**config.mk**
```make
export PLATFORM = sky130hd
export DESIGN_NAME = nmt_slave
export DESIGN_NICKNAME = d
export VERILOG_FILES = /design/src/common/nmt_slave_pkg.sv /design/src/logic/nmt_slave.sv
export VERILOG_INCLUDE_DIRS = /design/src /design/src/common
export SDC_FILE = /design/constraint.sdc
export NUM_CORES = 1
export LEC_CHECK = 0
export BUFFER_PORTS_ARGS = -buffer_cell sky130_fd_sc_hd__buf_2
export CORE_ASPECT_RATIO = 0.7
export CORE_MARGIN = 8
export CORE_UTILIZATION = 38
export CTS_BUF_LIST = sky130_fd_sc_hd__clkbuf_16
export CTS_CLUSTER_SIZE = 12
export DETAILED_ROUTE_END_ITERATION = 16
export PLACE_DENSITY = 0.71
export SETUP_SLACK_MARGIN = 0.05
export SLEW_MARGIN = 15
export SYNTH_ARGS = -nofsm -noshare
export SYNTH_HDL_FRONTEND = slang
export SYNTH_SLANG_ARGS = --single-unit
```
**constraint.sdc**
```tcl
create_clock -name ref_clk -period 3.1 [get_ports ref_clk]
set_input_delay 0.31 -clock ref_clk [delete_from_list [all_inputs] [get_ports ref_clk]]
set_output_delay 0.31 -clock ref_clk [all_outputs]
set_load 0.02 [all_outputs]
```
**src/common/nmt_slave_map.svh**
```systemverilog
// Offsets, command codes, identifiers and timing counts of the management slave.
// Assumes inclusion by bare name from the package and the design module.
`ifndef NMT_SLAVE_MAP_SVH
`define NMT_SLAVE_MAP_SVH

`define ID_WIDTH          11
`define NODE_WIDTH        7
`define NMT_ID            11'h000
`define NMT_LEN           4'h2
`define CMD_OPERATIONAL   8'h01
`define CMD_STOP          8'h02
`define CMD_PREOP         8'h80
`define CMD_RESET_NODE    8'h81
`define CMD_RESET_COMM    8'h82
`define NODE_BROADCAST    8'h00
`define NODE_MIN          7'h01
`define ID_SYNC           11'h080
`define ID_EMCY_BASE      11'h080
`define ID_TPDO1_BASE     11'h180
`define ID_RPDO1_BASE     11'h200
`define ID_TPDO2_BASE     11'h280
`define ID_RPDO2_BASE     11'h300
`define ID_TPDO3_BASE     11'h380
`define ID_RPDO3_BASE     11'h400
`define ID_TPDO4_BASE     11'h480
`define ID_RPDO4_BASE     11'h500
`define ID_SDO_TX_BASE    11'h580
`define ID_SDO_RX_BASE    11'h600
`define ID_HEARTBEAT_BASE 11'h700
`define SAVE_KEY          32'h65766173
`define SAVE_DONE         32'h00000001
`define INIT_CYCLES       4'h4
`define MARKER_RESET      32'h00000000

`endif

```
**src/common/nmt_slave_pkg.sv**
```systemverilog
// Types shared by the management slave and its bench.
// Assumes the map header is on the include path.
`include "nmt_slave_map.svh"

package nmt_slave_pkg;

  typedef enum logic [1:0] {
    ST_INIT    = 2'b00,
    ST_PREOP   = 2'b01,
    ST_OPER    = 2'b11,
    ST_STOPPED = 2'b10
  } nmt_state_type;

endpackage : nmt_slave_pkg

```
**src/logic/nmt_slave.sv**
```systemverilog
// Management slave: command decode, state machine, service gating,
// default identifiers and configuration marker.
// Assumes frames arrive already received and checked, one cycle per frame,
// and object writes arrive as one-cycle strobes from the dictionary logic.
`timescale 1ns/100ps
`default_nettype none
`include "nmt_slave_map.svh"

module nmt_slave
  import nmt_slave_pkg::*;
(
  input  wire logic        ref_clk,
  input  wire logic        rst,
  input  wire logic [6:0]  node_id,
  input  wire logic        auto_start,
  input  wire logic        rx_valid,
  input  wire logic [10:0] rx_id,
  input  wire logic        rx_ext,
  input  wire logic        rx_rtr,
  input  wire logic [3:0]  rx_len,
  input  wire logic [7:0]  rx_byte0,
  input  wire logic [7:0]  rx_byte1,
  input  wire logic        obj_wr,
  input  wire logic        obj_savable,
  input  wire logic        obj_is_save_all,
  input  wire logic        obj_is_marker,
  input  wire logic        obj_marker_sub,
  input  wire logic [31:0] obj_data,
  input  wire logic        save_busy,
  input  wire logic        save_done,
  output logic             save_start,
  output logic [31:0]      save_all_value,
  output logic [31:0]      marker_date,
  output logic [31:0]      marker_time,
  output logic [1:0]       nmt_state,
  output logic             node_restart,
  output logic             comm_restart,
  output logic             pdo_enable,
  output logic             sdo_enable,
  output logic             sync_enable,
  output logic             emcy_enable,
  output logic             bootup_enable,
  output logic             nmt_enable,
  output logic             bootup_send,
  output logic             node_valid,
  output logic [10:0]      id_sync,
  output logic [10:0]      id_emcy,
  output logic [10:0]      id_sdo_rx,
  output logic [10:0]      id_sdo_tx,
  output logic [10:0]      id_tpdo1,
  output logic [10:0]      id_tpdo2,
  output logic [10:0]      id_tpdo3,
  output logic [10:0]      id_tpdo4,
  output logic [10:0]      id_rpdo1,
  output logic [10:0]      id_rpdo2,
  output logic [10:0]      id_rpdo3,
  output logic [10:0]      id_rpdo4,
  output logic [10:0]      id_heartbeat
);

  // ****************************************
  // Identifier arithmetic
  // ****************************************
  // Sum stays in 11 bits: top base 700, node below 80
  function automatic logic [10:0] node_ident(input logic [10:0] base,
                                             input logic [6:0]  node);
    node_ident = base + {4'h0, node};
  endfunction : node_ident

  // ****************************************
  // Registers
  // ****************************************
  nmt_state_type   state_reg;
  nmt_state_type   state_next;
  logic [3:0]      init_cnt_reg;
  logic [3:0]      init_cnt_next;
  logic            auto_pending_reg;
  logic [6:0]      node_reg;
  logic [6:0]      node_s1;
  logic [6:0]      node_s2;
  logic [31:0]     save_all_reg;
  logic [31:0]     date_reg;
  logic [31:0]     time_reg;
  logic            save_busy_s1;
  logic            save_busy_s2;
  logic            save_done_s1;
  logic            save_done_s2;
  logic            save_done_d;
  logic            save_start_reg;
  logic            node_restart_reg;
  logic            comm_restart_reg;
  logic            bootup_reg;

  // ****************************************
  // Command decode
  // ****************************************
  // standard-id two-byte frames only
  wire is_nmt_frame = rx_valid && !rx_ext && !rx_rtr &&
                      (rx_id == `NMT_ID) && (rx_len == `NMT_LEN);
  // node zero is never a valid own number
  wire node_ok      = (node_reg >= `NODE_MIN);
  // command byte zero, node byte one
  wire addressed    = (rx_byte1 == `NODE_BROADCAST) ||
                      (node_ok && (rx_byte1 == {1'b0, node_reg}));
  wire cmd_take     = is_nmt_frame && addressed && (state_reg != ST_INIT);
  wire cmd_oper     = cmd_take && (rx_byte0 == `CMD_OPERATIONAL);
  wire cmd_stop     = cmd_take && (rx_byte0 == `CMD_STOP);
  wire cmd_preop    = cmd_take && (rx_byte0 == `CMD_PREOP);
  wire cmd_rnode    = cmd_take && (rx_byte0 == `CMD_RESET_NODE);
  wire cmd_rcomm    = cmd_take && (rx_byte0 == `CMD_RESET_COMM);
  wire init_done    = (state_reg == ST_INIT) && (init_cnt_reg == `INIT_CYCLES);
  wire save_done_rise = save_done_s2 && !save_done_d;
  // save-all starts on the key only
  wire save_trig    = obj_wr && obj_is_save_all && (obj_data == `SAVE_KEY);
  // savable write except save-all and marker
  wire marker_clear = obj_wr && obj_savable && !obj_is_save_all && !obj_is_marker;

  // ****************************************
  // State machine
  // ****************************************
  always_comb begin
    state_next    = state_reg;
    init_cnt_next = 4'h0;
    case (state_reg)
      ST_INIT: begin
        init_cnt_next = init_cnt_reg + 4'h1;
        if (init_done) begin
          state_next    = ST_PREOP;
          init_cnt_next = 4'h0;
        end
      end
      ST_PREOP: begin
        if (auto_pending_reg && auto_start) begin
          state_next = ST_OPER;
        end
      end
      ST_OPER, ST_STOPPED: begin
        state_next = state_reg;
      end
      default: begin
        state_next = ST_INIT;
      end
    endcase
    // Commands override the automatic moves above
    // state change commands
    if (cmd_oper) begin
      state_next = ST_OPER;
    end else if (cmd_stop) begin
      state_next = ST_STOPPED;
    end else if (cmd_preop) begin
      state_next = ST_PREOP;
    end else if (cmd_rnode || cmd_rcomm) begin
      state_next    = ST_INIT;
      init_cnt_next = 4'h0;
    end
  end

  always_ff @(posedge ref_clk) begin
    if (rst) begin
      state_reg    <= ST_INIT;
      init_cnt_reg <= 4'h0;
    end else begin
      state_reg    <= state_next;
      init_cnt_reg <= init_cnt_next;
    end
  end

  // Auto start only applies once per initialization pass
  // Cancelled by any accepted command
  always_ff @(posedge ref_clk) begin
    if (rst) begin
      auto_pending_reg <= 1'b0;
    end else if (init_done) begin
      auto_pending_reg <= 1'b1;
    end else if (state_reg != ST_PREOP || cmd_take) begin
      auto_pending_reg <= 1'b0;
    end
  end

  // Switch inputs are asynchronous; two flops first
  always_ff @(posedge ref_clk) begin
    if (rst) begin
      node_s1 <= 7'h00;
      node_s2 <= 7'h00;
    end else begin
      node_s1 <= node_id;
      node_s2 <= node_s1;
    end
  end

  // Node number latched at each initialization, not live
  always_ff @(posedge ref_clk) begin
    if (rst) begin
      node_reg <= 7'h00;
    end else if (state_reg == ST_INIT) begin
      node_reg <= node_s2;
    end
  end

  // ****************************************
  // Restart pulses and boot-up
  // ****************************************
  always_ff @(posedge ref_clk) begin
    if (rst) begin
      node_restart_reg <= 1'b0;
      comm_restart_reg <= 1'b0;
      bootup_reg       <= 1'b0;
    end else begin
      node_restart_reg <= cmd_rnode;
      comm_restart_reg <= cmd_rcomm;
      // Boot-up pulse falls in first pre-operational cycle
      // boot-up sent on leaving initialization
      bootup_reg       <= init_done && node_ok;
    end
  end

  // ****************************************
  // Configuration marker and save trigger
  // ****************************************
  // Save status comes from slow storage logic; synchronised
  always_ff @(posedge ref_clk) begin
    if (rst) begin
      save_busy_s1 <= 1'b0;
      save_busy_s2 <= 1'b0;
      save_done_s1 <= 1'b0;
      save_done_s2 <= 1'b0;
      save_done_d  <= 1'b0;
    end else begin
      save_busy_s1 <= save_busy;
      save_busy_s2 <= save_busy_s1;
      save_done_s1 <= save_done;
      save_done_s2 <= save_done_s1;
      save_done_d  <= save_done_s2;
    end
  end

  always_ff @(posedge ref_clk) begin
    if (rst) begin
      save_all_reg   <= `MARKER_RESET;
      save_start_reg <= 1'b0;
    end else begin
      // Refuse a second save while storage is busy
      // A key written while busy is kept but starts nothing
      save_start_reg <= save_trig && !save_busy_s2;
      if (save_done_rise) begin
        save_all_reg <= `SAVE_DONE;
      end else if (obj_wr && obj_is_save_all) begin
        save_all_reg <= obj_data;
      end
    end
  end

  always_ff @(posedge ref_clk) begin
    if (rst) begin
      date_reg <= `MARKER_RESET;
      time_reg <= `MARKER_RESET;
    end else if (marker_clear) begin
      date_reg <= `MARKER_RESET;
      time_reg <= `MARKER_RESET;
    end else if (obj_wr && obj_is_marker) begin
      if (obj_marker_sub) begin
        time_reg <= obj_data;
      end else begin
        date_reg <= obj_data;
      end
    end
  end

  // ****************************************
  // Outputs
  // ****************************************
  // service gating by state
  assign pdo_enable     = (state_reg == ST_OPER);
  assign sdo_enable     = (state_reg == ST_PREOP) || (state_reg == ST_OPER);
  assign sync_enable    = sdo_enable;
  assign emcy_enable    = sdo_enable;
  assign bootup_enable  = (state_reg == ST_INIT);
  assign nmt_enable     = (state_reg != ST_INIT);
  assign nmt_state      = state_reg;
  assign node_valid     = node_ok;
  // Pulses: one restart per accepted reset command
  assign node_restart   = node_restart_reg;
  assign comm_restart   = comm_restart_reg;
  assign bootup_send    = bootup_reg;
  assign save_start     = save_start_reg;
  assign save_all_value = save_all_reg;
  // marker words go out with the save image
  assign marker_date    = date_reg;
  assign marker_time    = time_reg;

  // ****************************************
  // Default identifiers
  // ****************************************
  // sync, emergency, service data, process data, heartbeat
  assign id_sync      = `ID_SYNC;
  assign id_emcy      = node_ident(`ID_EMCY_BASE, node_reg);
  assign id_sdo_rx    = node_ident(`ID_SDO_RX_BASE, node_reg);
  assign id_sdo_tx    = node_ident(`ID_SDO_TX_BASE, node_reg);
  assign id_tpdo1     = node_ident(`ID_TPDO1_BASE, node_reg);
  assign id_tpdo2     = node_ident(`ID_TPDO2_BASE, node_reg);
  assign id_tpdo3     = node_ident(`ID_TPDO3_BASE, node_reg);
  assign id_tpdo4     = node_ident(`ID_TPDO4_BASE, node_reg);
  assign id_rpdo1     = node_ident(`ID_RPDO1_BASE, node_reg);
  assign id_rpdo2     = node_ident(`ID_RPDO2_BASE, node_reg);
  assign id_rpdo3     = node_ident(`ID_RPDO3_BASE, node_reg);
  assign id_rpdo4     = node_ident(`ID_RPDO4_BASE, node_reg);
  assign id_heartbeat = node_ident(`ID_HEARTBEAT_BASE, node_reg);

endmodule : nmt_slave
`default_nettype wire

```
==> results.json <==
{
  "hold_viol_final": 0,
  "rsz0062_at_grt": "false",
  "first_pass_iters": 6,
  "drive_gt1_frac": 0.350,
  "clkTransAtPathRegs_ns": 0.06,
  "worstPathArrival_ns": 1.89,
  "holdPathEnd": "node_s1[2]$_SDFF_PP0_",
  "tightest_slew_ns": 0.907,
  "io_pins": 335,
  "setup-tns-final_ns": 0,
  "whs_path_depth": 2,
  "peakVddDrop_uv": 344,
  "slowest_stage": "or4_4",
  "worstPathCellList": "or4_4 -> nor4_4 -> inv_1 -> buf_2",
  "tritoncts": "done",
  "die_y_um": 120,
  "h-tree-depth": 4,
  "crit_buf_inv": 2,
  "setup.worst_path.class": "reg -> out",
  "wl_per_cell_um": 16.2,
  "fin_cells": 1133,
  "routabilityCongestion": 0.877,
  "r2r_cells": 6,
  "ys_ff_latch": 133,
  "fmax_mhz": 455,
  "drv_cap": 0,
  "area_growth_pct": 22.5,
  "fin_crit_ns": 2.20,
  "critPathLaunchType": "flop",
  "core_um2": 15400,
  "r2r_start": "nmt_state[0]$_SDFFE_PP0P_",
  "ys_seq_area_frac": 0.450,
  "p_per_area_nw_per_um2": 650,
  "antenna_found_initial": 0,
  "vias": 5139,
  "die_area_um2": 19900,
  "diodes": 0,
  "grt_pass1_vias": 4750,
  "gr-total-overflow": 0,
  "nNetsFinal": 1005,
  "clock_latency_ns": 0.40,
  "dp_cells": 1101,
  "root_buffer": "clkbuf_16",
  "numCtsBuffers": 17,
  "cts_sinks": 133,
  "ys_warn_count": 0,
  "min_period_over_period": 0.709,
  "grt_pass1_wl_um": 27400,
  "initial_utilization": 0.386,
  "synthCells": 737,
  "drc_errors": 0,
  "cpPeakStageDelay_ns": 0.59,
  "ys_types": 45,
  "port_buffers": 275,
  "hp-class": "in -> reg",
  "postCtsHoldBufs": 0,
  "syn_avg_cell_area_um2": 8.03,
  "async_flop_share": 0,
  "avgViaCountPerCell": 4.54,
  "ys_dominant_reg_cell": "dfxtp_1",
  "post_cts.repair.setup_buffers": 0,
  "grt_max_degree": 37,
  "worst-path-stages": 4,
  "min-delay-start": "node_id[2]",
  "status": "finished clean",
  "end_kind": "output pin",
  "clock_skew_ns": 0.00789,
  "leakage_nw": 3.50,
  "clockBufferDepth": 2,
  "die_w_um": 165,
  "synth_edf_count": 0,
  "reg2reg_to": "nmt_state[1]$_SDFFE_PP0P_",
  "reg2reg_slack_ns": 0.92,
  "worstPathRequired_ns": 2.79,
  "drt-total-wl_um": 18400,
  "dp_hpwl_um": 14000,
  "slew_violations": 0,
  "rows": 38,
  "drt_iter0_markers": 288,
  "cts_resized": 0,
  "cp_max_fo": 15,
  "relSlewSlack": 0.395,
  "grt_use_total": 0.175,
  "setup_viol": 0,
  "ant_nets": 0,
  "synthesis.area_um2": 5920,
  "critPathTopFamily": "simple AND/OR/NAND/NOR gates"
}
==> layout by cell type, fill, tap and decap left out, types with 6 or more instances in the layout <==
cell,instances
buf_2,275
nor2b_1,19
dfxtp_1,133
xnor2_1,8
nor2_1,6
clkbuf_16,17
nor4_1,9
nand4_1,6
buf_4,7
conb_1,59
a21oi_1,106
nand2_1,217
==> through the flow <==
stage	setup slack [ns]	hold WS, ns	area, µm²	power, W	util
after floorplan	1.17	0.387	6130	0.00259	-
final	0.901	0.112	7250	0.00471	0.472
after global placement	1.04	0.418	6660	0.00274	0.433
after CTS	0.857	0.0926	7250	0.00476	0.472
after detailed placement	0.947	0.423	6660	0.00274	0.433
after global routing	0.730	0.107	7250	0.00492	0.472
==> metal layers <==
| layer | global-route usage | share of wire | wire length (µm) | vias up |
|---|---|---|---|---|
| li1 | - | - | - | 2558 |
| met1 | 0.229 | 0.43 | 7910 | 2385 |
| met2 | 0.275 | 0.46 | 8510 | 185 |
| met3 | 0.0615 | 0.097 | 1770 | 11 |
| met4 | 0.0387 | 0.0083 | 153 | 0 |
| met5 | 0 | 0 | 0 | - |
==> cell families (layout without fill, tap and decap cells) <==
group,Yosys count,in the layout,share of synthesized area
buffers and inverters,181,320,0.202
flip-flops,133,133,0.450
other,2,59,0.00127
AND/OR/NAND/NOR,293,293,0.223
multiplexers,1,1,0.00169
adder cells (fa/ha/maj),2,2,0.00423
AO/OA/AOI/OAI,116,116,0.104
XOR/XNOR,9,9,0.0133
==> worst max path at each step <==
stage                                   start                        end  slack, ns
global placement    nmt_state[0]$_SDFFE_PP0P_  nmt_state[1]$_SDFFE_PP0P_       1.04
finish               node_reg[2]$_SDFFE_PP0P_                 node_valid       0.90
global route         node_reg[2]$_SDFFE_PP0P_                 node_valid       0.73
CTS                  node_reg[2]$_SDFFE_PP0P_                 node_valid       0.86
detailed placement  nmt_state[0]$_SDFFE_PP0P_  nmt_state[1]$_SDFFE_PP0P_       0.95
floorplan           nmt_state[0]$_SDFFE_PP0P_  nmt_state[1]$_SDFFE_PP0P_       1.17
==> synth_stat cells, types with 2 or more instances <==
cell | instances | area (µm²)
buf_1 | 4 | 15.0
conb_1 | 2 | 7.51
a21oi_1 | 106 | 531
and4b_1 | 2 | 20.0
nor4_1 | 9 | 56.3
nor2b_1 | 19 | 119
or2_2 | 4 | 25.0
nand4b_1 | 2 | 17.5
nand3_1 | 4 | 20.0
dfxtp_1 | 133 | 2660
xnor2_1 | 8 | 70.1
nor2_1 | 7 | 26.3
inv_1 | 4 | 15.0
nand2b_1 | 3 | 18.8
nand3b_1 | 2 | 15.0
and2_1 | 3 | 18.8
nand2_1 | 217 | 815
nor4b_1 | 3 | 26.3
nand4_1 | 6 | 37.5
clkbuf_1 | 33 | 124
nor3_1 | 4 | 20.0
ha_1 | 2 | 25.0
buf_4 | 138 | 1040
==> power by group <==
group	internal, W	switching [W]	total [W]	leakage [nW]
registers	0.00179	0.0000705	0.00186	1.08
logic	0.000254	0.000593	0.000847	2.14
clock network	0.00120	0.000804	0.00201	0.278
total	0.00325	0.00147	0.00471	3.50
==> final cells by class <==
cell class / count / area, µm²
sequential: 133 / 2660
tap: 200 / 250
inverter: 5 / 18.8
clock buffer: 17 / 425
fill: 1540 / 8110
multi-input combinational: 480 / 2280
clock inverter: 15 / 169
timing repair buffer: 283 / 1450
Power figures use the tool's default switching activity.
